==> src/shared/lcam_pkg.sv <==
// Constants and carriers for the legacy compatibility address map.
// Assumes an 8-bit core with a 16-bit data address and an APB register port.
`default_nettype none
package lcam_pkg;
  localparam logic [15:0] REGFILE_END = 16'h001f;
  localparam logic [15:0] IO_BASE = 16'h0020;
  localparam logic [15:0] IO_END = 16'h005f;
  localparam logic [15:0] EXT_BASE = 16'h0060;
  localparam logic [15:0] EXT_END = 16'h00ff;
  localparam logic [15:0] RAM_BASE_NATIVE = 16'h0100;
  localparam logic [15:0] RAM_BASE_LEGACY = 16'h0060;
  localparam int IO_ENTRIES = 64;
  localparam logic [2:0] FUSE_SETTLE_CYCLES = 3'h4;
  // APB register offsets and fields
  localparam logic [11:0] OFS_CTRL = 12'h000;
  localparam logic [11:0] OFS_STATUS = 12'h004;
  localparam int CTRL_TIMER2_BIT = 0;
  localparam int CTRL_PCINT_BIT = 1;
  localparam logic [1:0] CTRL_RESET = 2'h3;
  localparam int STAT_LEGACY_BIT = 0;
  localparam int STAT_LOCKED_BIT = 1;
  localparam int STAT_EXTHIT_BIT = 2;
  localparam int STAT_IOHIT_BIT = 3;

  typedef struct packed {
    logic valid;
    logic is_io;
    logic we;
    logic [15:0] addr;
  } lcam_cpu_req_s;

  typedef struct packed {
    logic regfile_hit;
    logic io_hit;
    logic ext_hit;
    logic ram_hit;
    logic baud_high_ch0;
    logic baud_high_ch1;
    logic we;
    logic [5:0] io_index;
    logic [7:0] ext_index;
    logic [15:0] ram_offset;
  } lcam_map_sel_s;

  typedef struct packed {
    logic ext_vectors_en;
    logic wdt_timed_seq_en;
    logic rx_double_buf_en;
    logic pcint_en;
    logic second_wide_timer_en;
  } lcam_feat_s;

  typedef enum logic [2:0] {
    LCAM_SETTLE = 3'b001,
    LCAM_CAPTURE = 3'b010,
    LCAM_LOCKED = 3'b100
  } lcam_mode_e;
endpackage
`default_nettype wire

==> src/design/lcam_top.sv <==
// Legacy compatibility address map: data-space decode and feature trim.
// Assumes the fuse pin is static after reset and APB on the same pclk.
//
// The address map and the APB interface to the registers were chosen for this implementation.
`default_nettype none
module lcam_top
  import lcam_pkg::*;
#(
  parameter logic [5:0] BAUD_HIGH_CH0_IO = 6'h20,
  parameter logic [5:0] BAUD_HIGH_CH1_IO = 6'h3c
) (
  input wire logic pclk,
  input wire logic presetn,
  input wire logic psel,
  input wire logic penable,
  input wire logic pwrite,
  input wire logic [11:0] paddr,
  input wire logic [31:0] pwdata,
  output logic [31:0] prdata,
  output logic pready,
  output logic pslverr,
  input wire logic legacy_compat_fuse,
  input wire lcam_cpu_req_s cpu_req,
  output lcam_map_sel_s map_sel,
  output logic map_valid,
  output logic mode_ready,
  output lcam_feat_s feat
);

  // Fuse synchroniser and lock
  logic fuse_s1_reg;
  logic fuse_s2_reg;
  logic fuse_s3_reg;
  // Mode is captured once per reset
  lcam_mode_e mode_reg;
  lcam_mode_e mode_next;
  logic [2:0] settle_reg;
  logic [2:0] settle_next;
  logic legacy_reg;
  logic legacy_next;
  logic fuse_agree;

  // Pin counts once stages two and three agree
  assign fuse_agree = (fuse_s2_reg == fuse_s3_reg);

  always_ff @(posedge pclk or negedge presetn) begin
    if (!presetn) begin
      fuse_s1_reg <= 1'b0;
      fuse_s2_reg <= 1'b0;
      fuse_s3_reg <= 1'b0;
    end else begin
      fuse_s1_reg <= legacy_compat_fuse;
      fuse_s2_reg <= fuse_s1_reg;
      fuse_s3_reg <= fuse_s2_reg;
    end
  end

  always_comb begin
    mode_next = mode_reg;
    settle_next = settle_reg;
    legacy_next = legacy_reg;
    case (mode_reg)
      LCAM_SETTLE: begin
        // Let the synchroniser fill before trusting it
        settle_next = settle_reg + 3'h1;
        if (settle_reg == FUSE_SETTLE_CYCLES) begin
          mode_next = LCAM_CAPTURE;
        end
      end
      LCAM_CAPTURE: begin
        // A pin still moving keeps the machine here
        if (fuse_agree) begin
          legacy_next = fuse_s3_reg;
          mode_next = LCAM_LOCKED;
        end
      end
      LCAM_LOCKED: begin
        // Only presetn leaves this state
        mode_next = LCAM_LOCKED;
      end
      default: begin
        mode_next = LCAM_SETTLE;
      end
    endcase
  end

  always_ff @(posedge pclk or negedge presetn) begin
    if (!presetn) begin
      mode_reg <= LCAM_SETTLE;
      settle_reg <= 3'h0;
      legacy_reg <= 1'b0;
    end else begin
      mode_reg <= mode_next;
      settle_reg <= settle_next;
      legacy_reg <= legacy_next;
    end
  end

  wire locked = (mode_reg == LCAM_LOCKED);

  // Inclusive address window test
  function automatic logic in_span(
    input logic [15:0] x,
    input logic [15:0] lo,
    input logic [15:0] hi
  );
    return (x >= lo) && (x <= hi);
  endfunction

  // Address decode
  wire [15:0] a = cpu_req.addr;
  wire data_acc = cpu_req.valid && !cpu_req.is_io;
  // Short I/O reaches only the 64 legacy locations
  wire short_acc = cpu_req.valid && cpu_req.is_io && (a < 16'(IO_ENTRIES));
  wire in_regfile = data_acc && (a <= REGFILE_END);
  wire in_io_data = data_acc && in_span(a, IO_BASE, IO_END);
  wire in_ext = data_acc && in_span(a, EXT_BASE, EXT_END);
  wire ext_live = in_ext && !legacy_reg;
  // Legacy mode folds the extended window back into RAM
  wire [15:0] ram_base = legacy_reg ? RAM_BASE_LEGACY : RAM_BASE_NATIVE;
  wire in_ram = data_acc && (a >= ram_base);
  wire [15:0] io_off = a - IO_BASE;
  // Short I/O number n and data address n+0x20 reach the same register
  wire [5:0] io_idx = short_acc ? a[5:0] : io_off[5:0];
  wire io_any = short_acc || in_io_data;
  wire [15:0] ext_off = a - EXT_BASE;
  wire [15:0] ram_off = a - ram_base;

  lcam_map_sel_s sel_next;
  always_comb begin
    sel_next = '0;
    sel_next.regfile_hit = in_regfile;
    sel_next.io_hit = io_any;
    sel_next.ext_hit = ext_live;
    sel_next.ram_hit = in_ram;
    sel_next.we = cpu_req.we;
    sel_next.io_index = io_any ? io_idx : 6'h00;
    sel_next.ext_index = ext_live ? ext_off[7:0] : 8'h00;
    sel_next.ram_offset = in_ram ? ram_off : 16'h0000;
    // Fixed locations regardless of mode
    sel_next.baud_high_ch0 = io_any && (io_idx == BAUD_HIGH_CH0_IO);
    sel_next.baud_high_ch1 = io_any && (io_idx == BAUD_HIGH_CH1_IO);
  end

  // Software feature gates
  logic [1:0] ctrl_reg;
  logic ext_seen_reg;
  logic io_seen_reg;
  lcam_feat_s feat_next;
  // Gates stay low until lock, in either mode
  always_comb begin
    feat_next.ext_vectors_en = locked && !legacy_reg;
    feat_next.wdt_timed_seq_en = locked && !legacy_reg;
    feat_next.rx_double_buf_en = locked && !legacy_reg;
    feat_next.pcint_en = locked && !legacy_reg && ctrl_reg[CTRL_PCINT_BIT];
    feat_next.second_wide_timer_en = locked && !legacy_reg
                                     && ctrl_reg[CTRL_TIMER2_BIT];
  end

  always_ff @(posedge pclk or negedge presetn) begin
    if (!presetn) begin
      map_sel <= '0;
      map_valid <= 1'b0;
      mode_ready <= 1'b0;
      feat <= '0;
    end else begin
      // Nothing decodes until the mode is locked
      map_sel <= locked ? sel_next : '0;
      map_valid <= locked && cpu_req.valid;
      mode_ready <= locked;
      feat <= feat_next;
    end
  end

  // APB slave: one wait state, then pready
  wire apb_acc = psel && penable;
  wire apb_done = apb_acc && pready;
  wire hit_ctrl = (paddr == OFS_CTRL);
  wire hit_stat = (paddr == OFS_STATUS);
  wire [31:0] stat_word = {28'h0000000, io_seen_reg, ext_seen_reg, locked, legacy_reg};
  wire [31:0] ctrl_word = {30'h0, ctrl_reg};
  wire [31:0] rd_word = hit_ctrl ? ctrl_word : (hit_stat ? stat_word : 32'h0);
  // Unmapped offsets and STATUS writes answer with pslverr
  wire bad_addr = !(hit_ctrl || hit_stat) || (pwrite && hit_stat);

  always_ff @(posedge pclk or negedge presetn) begin
    if (!presetn) begin
      pready <= 1'b0;
      prdata <= 32'h00000000;
      pslverr <= 1'b0;
      ctrl_reg <= CTRL_RESET;
      ext_seen_reg <= 1'b0;
      io_seen_reg <= 1'b0;
    end else begin
      // pready skips the first access cycle: one wait state
      pready <= apb_acc && !pready;
      prdata <= (apb_acc && !pready && !pwrite) ? rd_word : 32'h00000000;
      pslverr <= apb_acc && !pready && bad_addr;
      if (apb_done && pwrite && hit_ctrl) begin
        ctrl_reg <= pwdata[1:0];
      end
      // Latest CPU access only
      if (locked && cpu_req.valid) begin
        ext_seen_reg <= ext_live;
        io_seen_reg <= io_any;
      end
    end
  end

endmodule
`default_nettype wire

==> config.mk <==
export PLATFORM = sky130hd
export DESIGN_NAME = lcam_top
export DESIGN_NICKNAME = d
export VERILOG_FILES = /design/src/shared/lcam_pkg.sv /design/src/design/lcam_top.sv
export SDC_FILE = /design/constraint.sdc
export NUM_CORES = 1
export LEC_CHECK = 0
export BUFFER_PORTS_ARGS = -buffer_cell sky130_fd_sc_hd__buf_2
export CAP_MARGIN = 25
export CELL_PAD_IN_SITES_DETAIL_PLACEMENT = 0
export CELL_PAD_IN_SITES_GLOBAL_PLACEMENT = 1
export CORE_MARGIN = 8
export CORE_UTILIZATION = 31
export DETAILED_ROUTE_END_ITERATION = 10
export PLACE_DENSITY = 0.78
export SYNTH_ARGS = -nofsm -noshare
export SYNTH_HDL_FRONTEND = slang
export SYNTH_SLANG_ARGS = --single-unit
==> constraint.sdc <==
create_clock -name pclk -period 1.9 [get_ports pclk]
set_input_delay 0.38 -clock pclk [delete_from_list [all_inputs] [get_ports pclk]]
set_output_delay 0.38 -clock pclk [all_outputs]
set_load 0.05 [all_outputs]
==> flow_summary_export.csv, run 1 <==
group,metric,value,unit
run_status,status,"complete, but fails checks",
run_status,violations,"setup timing",
logic_synthesis,ys_async_sr_fraction,1.00,
floorplan,start_util,0.320,
sta,maxSlewViolCount,0,
sta,layout_min_cycle_time,2.04,ns
logic_synthesis,ys_ff_latch,62,
clock_tree,cts_tree,"done",
floorplan,row_count,35,
logic_synthesis,yosys.area.top_type,"dfrtp_1",
global_route,use_met3,0.0507,
place,place_congestion,0.826,
worst_hold_path,hp-class,"input port to asynchronous set/reset pin",
place,dpl.hpwl,5.73,mm
logic_synthesis,synth_area_per_cell,11.5,µm²
drt,vias,2327,
critical_path,cp_cell_sequence,"ha_2 > inv_2 > fa_2 > o21a_1 > or2_4 > or4_4 > a21oi_2",
critical_path,crit_fanout,4,
finish,postLayoutCellArea,0.00413,mm²
critical_path,start_kind,"register",
logic_synthesis,yosysUniqueCellTypes,57,
clock_tree,clock_sinks,62,
global_route,overflow,0,
drt,wl_per_cell,14.1,µm
sta,holdWs,0.0299,ns
logic_synthesis,synthFlopType,"dfrtp_1",
drt,post-route-drc-count,0,
finish,nFillCells,897,
sta,fmax,491,MHz
floorplan,ios,147,
logic_synthesis,synth_area_leaders,"dfrtp_1 50%, buf_4 7.6%, ha_1 2.9%, dfstp_2 2.7%, nor4_4 2.1%",
global_route,grt_use_met2,0.177,
logic_synthesis,synth.top_cells.by_count,"59 x dfrtp_1, 30 x buf_4, 16 x inv_1, 11 x nor3_1",
power_and_ir_drop,power_density,792,mW/mm²
power_and_ir_drop,ir_drop,0.000352,V
global_route,grt_pass1_vias,2514,
global_route,track_usage,0.118,
finish,largest_register_ffs,37,
logic_synthesis,synth-edff-count,0,
clock_tree,clk_latency,0.34,ns
floorplan,die_height,114,µm
sta,max_slew_margin,0.560,
sta,finalClockSkew,0.00464,ns
global_route,grt_max_degree,63,
finish,diodes,0,
logic_synthesis,syn_inst,258,
finish,top_register,"map_sel",
critical_path,critPathMaxStageDelay,0.42,ns
sta,fin_ws,-0.139,ns
drt,postRouteAntennaNets,0,
place,io_buffers,88,
logic_synthesis,syn_area,0.00297,mm²
critical_path,endpoint_kind,"register",
drt,routed_wl,7.47,mm
global_route,grt_pass1_wl,12.1,mm
critical_path,path_class,"register to register",
sta,finalSetupViolCount,15,
clock_tree,cts_max_level,3,
finish,fin_nets,473,
global_route,met1_usage,0.146,
sta,finalCritPeriodShare,1.07,
floorplan,die_area,0.0130,mm²
clock_tree,cts.reportedPaths.clkPinSlew,0.07,ns
sta,tightest_slew,0.660,ns
clock_tree,clockBufferDepth,2,
finish,drive_gt1_frac,0.504,
clock_tree,cts_inserted_buffers,9,
sta,hold_viol_final,0,
drt,drt-pass1-iter-count,4,
finish,reg_top3,"map_sel x37, prdata x4",
critical_path,arrival,2.30,ns
critical_path,cpLargestDelayFamily,"simple AND/OR/NAND/NOR gates",
critical_path,required,2.16,ns
critical_path,cp-startpoint,"legacy_reg",
floorplan,coreArea,0.00928,mm²
drt,first_iter_violations,62,
power_and_ir_drop,p_leak,2.14,nW
logic_synthesis,yosysSeqAreaShare,0.524,
critical_path,r2r_start,"legacy_reg",
clock_tree,postCtsHoldBufs,0,
finish,fin_util,0.445,
drt,via_per_inst,4.39,
sta,rsz0062_at_grt,"yes",
place,dpl_cell_area,0.00375,mm²
global_route,grt-busiest-layer,"met2",
logic_synthesis,yosysMostFrequentCell,"dfrtp_1",
logic_synthesis,ys_warn_count,0,
run,cap_violations,0,
critical_path,cp_num_buf_inv,1,
global_route,antenna_found_initial,0,
logic_synthesis,synth_top_cell_area_share,0.497,
clock_tree,cts_root_buf,"clkbuf_8",
critical_path,cp_slowest_cell,"or4_4",
finish,area_delta_synth_final,39.1,%
place,dp_slack,-0.265,ns
floorplan,die-width,114,µm
-- worst register-to-register path, delay by kind of cell (launching register included) --
family | cells | cell delay (ns)
fa+ha+maj | 2 | 0.54
flops | 1 | 0.41
buf+inv | 1 | 0.04
compound gates | 2 | 0.33
simple gates | 2 | 0.65
-- layer usage --
metal	vias to the layer above	wire length, µm
li1	1111	-
met1	1102	3340
met2	104	3320
met3	10	702
met4	0	99
met5	-	0
-- placed cells by master, fill, tap and decap left out, drive strengths merged, types with 9 or more instances in the layout --
master / instances
buf: 134
dfrtp: 59
conb: 28
nor2: 19
inv: 17
nor3: 11
clkbuf: 11
and2: 10
nor4: 10
a21oi: 9
-- logic make-up after synthesis --
| family | share of synthesized area |
|---|---|
| and+or+nand+nor | 0.213 |
| DFF | 0.524 |
| buffers and inverters | 0.112 |
| AOI/OAI and AO/OA | 0.0762 |
| adders and majority gates | 0.0362 |
| xor gates and xnor gates | 0.0236 |
| muxes | 0.0143 |
| other | 0.00126 |
-- stage by stage --
step	TNS, ns	std cells	power (W)
2_1_floorplan	-0.260	285	0.00192
3_3_place_gp	-5.39	507	0.00207
3_5_place_dp	-6.15	507	0.00209
4_1_cts	-1.35	528	0.00331
5_1_grt	-2.02	530	0.00345
6_report	-0.620	530	0.00327
-- cell type report --
class	instances	area [µm²]	area share
flip-flops and latches	62	1560	0.377
multi-input cells	171	1310	0.316
repair buffers	135	836	0.202
well taps	129	161	0.0391
clock buffers	10	138	0.0333
clock inverters	6	71.3	0.0173
inverters	17	63.8	0.0154
-- worst paths after layout --
check	endpoint	slack [ns]	depth (start not counted)
hold reg to reg	fuse_s2_reg	0.36	0
setup reg to reg	map_sel[15]	-0.14	7
min in group pclk	fuse_s1_reg	0.15	1
hold / removal	map_sel[0]	0.03	2
max in group asynchronous	mode_reg[0]	1.53	2
setup / recovery	map_sel[15]	-0.14	7
-- report_power, final --
group	internal, W	leakage (nW)	switching, W
Clock	0.000647	0.0987	0.000531
Sequential	0.00140	0.834	0.0000612
Combinational	0.000244	1.21	0.000394
Total	0.00229	2.14	0.000986
-- timing repair --
| item | 4_1_cts | 5_1_grt |
|---|---|---|
| gates cloned | 1 | 0 |
| resized for setup | 19 | 4 |
| pin swaps | 10 | 0 |
| setup endpoints to repair | 15 | 17 |
| buffers inserted | 4 | 2 |
No activity file was read; power rests on OpenSTA's default activity.
==> inputs of run 2 (changes only) <==
- ABC_AREA: not set -> 1
- CORE_UTILIZATION: 31 -> 35
- PLACE_DENSITY: 0.78 -> 0.87
- clock period: 1.9 -> 2.6 ns (I/O delays scaled with it)
==> run 2 against run 1 <==
The run now ends clean. Final cell count decreased by 2.6%. Cell area shrank 15%. Count of clock-buffer cells in the layout fell by 1. Sequential cell count unchanged. Largest cell class unchanged.
==> flow_summary_export.csv, run 2 <==
group,metric,value,unit
clock_tree,cts_setup_buffers,0,
global_route,grt_max_degree,37,
power_and_ir_drop,pwr-share-clk,0.301,
critical_path,r2r-end,"map_sel[15]",
sta,tightest_slew,0.606,ns
clock_tree,clk_latency,0.34,ns
clock_tree,cts_resized,0,
finish,layout_commonest_cell,"buf_2",
drt,via_per_inst,4.18,
sta,layout_min_cycle_time,2.01,ns
clock_tree,cts.reportedPaths.clkPinSlew,0.07,ns
finish,drive_gt1_frac,0.311,
critical_path,required,2.82,ns
critical_path,crit_fanout,5,
critical_path,r2r_cells,10,
critical_path,cp_num_buf_inv,1,
critical_path,path_class,"register to register",
floorplan,ios,147,
place,dpl.hpwl,5.13,mm
critical_path,critPathMaxStageDelay,0.45,ns
sta,setup_tns,0,ns
worst_hold_path,hp-class,"input port to asynchronous set/reset pin",
sta,rsz0062_at_grt,"no",
power_and_ir_drop,swShare,0.350,
critical_path,r2r_start,"legacy_reg",
sta,fmax,498,MHz
critical_path,start_kind,"register",
drt,first_iter_violations,50,
place,placed_cells,500,
power_and_ir_drop,power_density,689,mW/mm²
finish,nFillCells,842,
power_and_ir_drop,switchingPower,0.000844,W
finish,regArea,0.00156,mm²
sta,finalSetupViolCount,0,
finish,reg_top3,"map_sel x37, prdata x4",
global_route,grt_pass1_wl,10.8,mm
run,cap_violations,0,
clock_tree,cts_inserted_buffers,9,
drt,postRouteAntennaNets,0,
logic_synthesis,synth.top_cells.by_count,"61 x nor2_1, 59 x dfrtp_1, 43 x inv_1, 43 x nand2_1, 30 x buf_4",
critical_path,r2r_slack,0.59,ns
logic_synthesis,synth_area_per_cell,9.27,µm²
clock_tree,cts_tree,"done",
finish,postLayoutCellArea,0.00350,mm²
logic_synthesis,yosysMostFrequentCell,"nor2_1",
clock_tree,cts_max_level,3,
floorplan,row_count,33,
global_route,antenna_found_initial,0,
critical_path,worst_path_most_repeated_cell,"nand2_1",
power_and_ir_drop,internal-power,0.00157,W
drt,wl_per_cell,12.2,µm
logic_synthesis,synth_compound_area_frac,0.0239,
logic_synthesis,synth_top_family_by_area,"simple AND/OR/NAND/NOR gates",
logic_synthesis,ys_async_sr_fraction,1.00,
logic_synthesis,syn_inst,311,
power_and_ir_drop,pwr-share-seq,0.456,
logic_synthesis,synthXorXnorAreaFrac,0.0304,
power_and_ir_drop,combPwrFrac,0.243,
power_and_ir_drop,p_leak,2.06,nW
clock_tree,postCtsHoldBufs,0,
floorplan,die_area,0.0114,mm²
sta,holdWs,0.185,ns
drt,routed_wl,6.29,mm
floorplan,coreArea,0.00809,mm²
place,dpl_cell_area,0.00333,mm²
power_and_ir_drop,ir_drop,0.000314,V
floorplan,die_height,107,µm
clock_tree,clockBufferDepth,2,
logic_synthesis,yosys.area.top_type,"dfrtp_1",
sta,finalClockSkew,0.00933,ns
logic_synthesis,yosysUniqueCellTypes,31,
floorplan,die-width,107,µm
critical_path,cp_slowest_cell,"dfrtp_1",
logic_synthesis,ys_ff_latch,62,
global_route,overflow,0,
drt,vias,2156,
logic_synthesis,synth_fa_ha_area_frac,0.0373,
logic_synthesis,ys_warn_count,0,
finish,top_register,"map_sel",
place,place_congestion,0.741,
critical_path,cp-startpoint,"legacy_reg",
clock_tree,cts_root_buf,"clkbuf_8",
logic_synthesis,syn_area,0.00288,mm²
finish,final_cell_mix,"88 x buf_2, 61 x nor2_1, 59 x dfrtp_1",
finish,diodes,0,
logic_synthesis,synthMuxAreaShare,0,
sta,maxSlewViolCount,0,
critical_path,cp_cell_sequence,"ha_1 > inv_1 > fa_1 > or2_1 > nand2_1 > nand2_1 > nor2_2 > nand2_1 > xor2_1 > nor2_1",
global_route,track_usage,0.119,
logic_synthesis,synth_top_cell_area_share,0.512,
critical_path,cpLargestDelayFamily,"simple AND/OR/NAND/NOR gates",
finish,fin_nets,483,
sta,finalCritPeriodShare,0.772,
place,dp_slack,0.278,ns
finish,instances_no_fill,516,
critical_path,endpoint_kind,"register",
logic_synthesis,synthFlopType,"dfrtp_1",
logic_synthesis,synth-simple-area-share,0.225,
sta,fin_ws,0.593,ns
global_route,grt_pass1_vias,2352,
clock_tree,clock_sinks,62,
sta,max_slew_margin,0.596,
critical_path,arrival,2.23,ns
finish,area_delta_synth_final,21.5,%
logic_synthesis,yosysSeqAreaShare,0.540,
floorplan,start_util,0.356,
drt,drt-pass1-iter-count,4,
finish,largest_register_ffs,37,
place,io_buffers,88,
logic_synthesis,synth_area_leaders,"dfrtp_1 51%, nor2_1 7.9%, buf_4 7.8%, inv_1 5.6%, nand2_1 5.6%",
finish,multiInputGateArea,0.00102,mm²
drt,post-route-drc-count,0,
run_status,status,"finished clean",
logic_synthesis,synth-edff-count,0,
sta,hold_viol_final,0,
[run 2: stage by stage]
| step | power [W] | util |
|---|---|---|
| after detailed placement | 0.00171 | 0.411 |
| after CTS | 0.00246 | 0.433 |
| after floorplan | 0.00160 | - |
| after global placement | 0.00169 | 0.411 |
| after global routing | 0.00259 | 0.433 |
| final | 0.00241 | 0.433 |
[run 2: cell families (layout without fill, tap and decap cells)]
logic type | Yosys count | count (layout)
other | 1 | 28
adders and majority gates | 8 | 8
xor gates and xnor gates | 10 | 10
AOI/OAI and AO/OA | 13 | 13
DFF | 62 | 62
buffers and inverters | 75 | 148
and+or+nand+nor | 142 | 142
[run 2: layout make-up]
class                      count  area share
clock inverter                 7      0.0146
clock buffer                   9      0.0354
tap                          105      0.0375
multi-input combinational    201       0.291
timing repair buffer          89       0.131
inverter                      43      0.0461
sequential                    62       0.444
[run 2: worst max path at each step]
stage | endpoint | depth (start not counted)
2_1_floorplan | map_sel[15] | 11
3_3_place_gp | map_sel[15] | 12
3_5_place_dp | map_sel[15] | 12
4_1_cts | map_sel[15] | 10
5_1_grt | map_sel[15] | 10
6_report | map_sel[15] | 10
[run 2: power by group through the flow]
stage	registers (W)	clock network, W	logic (W)
final	0.00110	0.000727	0.000586
after floorplan	0.00114	0	0.000451
after detailed placement	0.00112	0	0.000594
after global placement	0.00111	0	0.000577
after CTS	0.00110	0.000764	0.000598
after global routing	0.00111	0.000808	0.000671
[run 2: layer usage]
metal / track usage / routed length, µm / vias to the layer above
met1: 0.134 / 2650 / 986
met3: 0.0534 / 615 / 10
li1: - / - / 1077
met2: 0.191 / 2910 / 83
met5: 0 / 0 / -
met4: 0.0523 / 108 / 0
==> inputs of run 3 (changes only) <==
- CORE_UTILIZATION: 35 -> 29
- PLACE_DENSITY: 0.87 -> 0.77
- clock period: 2.6 -> 1.75 ns (I/O delays scaled with it)
==> run 3 against run 2 <==
The flow now finishes with violations (setup timing). Clock power increased by 98%. Worst hold slack got worse by 0.17 ns. Final cell count increased by 8.5%. Critical path depth unchanged. Critical path type unchanged. Critical endpoint unchanged. Highest routed layer unchanged.
==> flow_summary_export.csv, run 3 (synthesized netlist as in run 2, its figures left out) <==
group,metric,value,unit
finish,fin_nets,499,
clock_tree,cts_tree,"done",
finish,instances_no_fill,560,
sta,maxSlewViolCount,0,
finish,nFillCells,1008,
clock_tree,clk_latency,0.34,ns
critical_path,cp_slowest_cell,"fa_2",
global_route,antenna_found_initial,0,
clock_tree,clock_sinks,62,
global_route,grt_pass1_vias,2360,
finish,drive_gt1_frac,0.365,
finish,final_cell_mix,"88 x buf_2, 61 x nor2_1, 59 x dfrtp_1",
finish,largest_register_ffs,37,
global_route,grt_max_degree,63,
floorplan,ios,147,
critical_path,r2r_slack,-0.09,ns
clock_tree,postCtsHoldBufs,0,
floorplan,die_area,0.0134,mm²
run_status,status,"complete, but fails checks",
clock_tree,cts_max_level,3,
critical_path,path_class,"register to register",
sta,setup_tns,-0.255,ns
place,dpl_cell_area,0.00345,mm²
clock_tree,cts_root_buf,"clkbuf_8",
run,cap_violations,0,
sta,rsz0062_at_grt,"yes",
sta,fin_ws,-0.0944,ns
global_route,track_usage,0.0997,
drt,drt-pass1-iter-count,4,
critical_path,required,1.98,ns
clock_tree,cts.reportedPaths.clkPinSlew,0.07,ns
sta,fmax,542,MHz
finish,reg_top3,"map_sel x37, prdata x4",
finish,diodes,0,
place,io_buffers,88,
power_and_ir_drop,ir_drop,0.000405,V
floorplan,row_count,36,
place,placed_cells,539,
sta,hold_viol_final,0,
power_and_ir_drop,power_density,1100,mW/mm²
sta,finalClockSkew,0.0109,ns
critical_path,crit_fanout,3,
drt,via_per_inst,3.94,
finish,regArea,0.00156,mm²
clock_tree,cts_inserted_buffers,9,
clock_tree,clockBufferDepth,2,
critical_path,endpoint_kind,"register",
drt,postRouteAntennaNets,0,
sta,holdWs,0.0119,ns
critical_path,cp_cell_sequence,"ha_2 > inv_2 > fa_2 > or2_4 > nand2_4 > nand2_4 > nor2_4 > nand2_2 > xor2_1 > nor2_1",
floorplan,start_util,0.296,
finish,top_register,"map_sel",
sta,layout_min_cycle_time,1.84,ns
floorplan,die-width,116,µm
place,place_congestion,0.737,
finish,postLayoutCellArea,0.00381,mm²
finish,area_delta_synth_final,32.2,%
finish,layout_commonest_cell,"buf_2",
drt,routed_wl,6.81,mm
worst_hold_path,hp-class,"input port to asynchronous set/reset pin",
critical_path,r2r_cells,10,
run_status,violations,"setup timing",
drt,vias,2207,
power_and_ir_drop,p_leak,2.17,nW
finish,multiInputGateArea,0.00112,mm²
critical_path,critPathMaxStageDelay,0.39,ns
finish,fin_util,0.391,
critical_path,start_kind,"register",
global_route,overflow,0,
floorplan,die_height,116,µm
place,dpl.hpwl,5.24,mm
critical_path,arrival,2.08,ns
sta,finalSetupViolCount,10,
floorplan,coreArea,0.00973,mm²
global_route,grt_pass1_wl,10.5,mm
critical_path,worst_path_most_repeated_cell,"nand2_4",
sta,finalCritPeriodShare,1.05,
drt,wl_per_cell,12.2,µm
drt,first_iter_violations,86,
drt,post-route-drc-count,0,
run 3: cell count changes in the layout (fill, tap and decap cells not counted), sizes merged:
cell / change
clkinvlp: -1
bufinv: +2
clkinv: -3
clkbuf: +1
inv: +1
nand2: +1
buf: +15
run 3: repair_timing:
item | in CTS | in global routing
endpoints found under the setup margin | 5 | 17
gates resized for setup | 5 | 14
pin swaps | 1 | 8
cloned | 0 | 1
setup buffers | 2 | 2
run 3: critical path: cells and delay by family, from the launching register on:
| family | cells | cell delay [ns] |
|---|---|---|
| flip-flops | 1 | 0.38 |
| buffers and inverters | 1 | 0.04 |
| XOR/XNOR | 1 | 0.14 |
| adder cells (fa/ha/maj) | 2 | 0.57 |
| AND/OR/NAND/NOR | 6 | 0.61 |
run 3: per-layer routing:
layer	vias to the layer above	global-route usage	part of all wire
li1	1114	-	-
met1	1001	0.115	0.42
met2	83	0.164	0.46
met3	9	0.0406	0.10
met4	0	0.0337	0.012
met5	-	0	0
run 3: layout make-up:
| cell class | count | area share |
|---|---|---|
| Sequential cell | 62 | 0.408 |
| Multi-Input combinational cell | 202 | 0.293 |
| Timing Repair Buffer | 104 | 0.151 |
| Tap cell | 133 | 0.0437 |
| Inverter | 43 | 0.0424 |
| Clock buffer | 10 | 0.0361 |
| Clock inverter | 6 | 0.0246 |
run 3: per-stage QoR:
stage,worst slack [ns],total power (W)
after global routing,-0.216,0.00443
after global placement,-0.231,0.00263
after detailed placement,-0.232,0.00265
after floorplan,-0.0203,0.00238
after CTS,-0.0504,0.00414
final,-0.0944,0.00419
run 3: power breakdown:
group          leakage (nW)  switching, W  internal, W
logic                  1.22      0.000698     0.000432
clock network         0.113      0.000587     0.000850
registers             0.836     0.0000691      0.00155
run 3: path summary, 6_finish.rpt:
kind	start	to
max	legacy_reg	map_sel[15]
min	presetn	map_sel[9]
max reg2reg	legacy_reg	map_sel[15]
min reg2reg	fuse_s1_reg	fuse_s2_reg
max in group asynchronous	presetn	mode_reg[0]
min in group pclk	legacy_compat_fuse	fuse_s1_reg
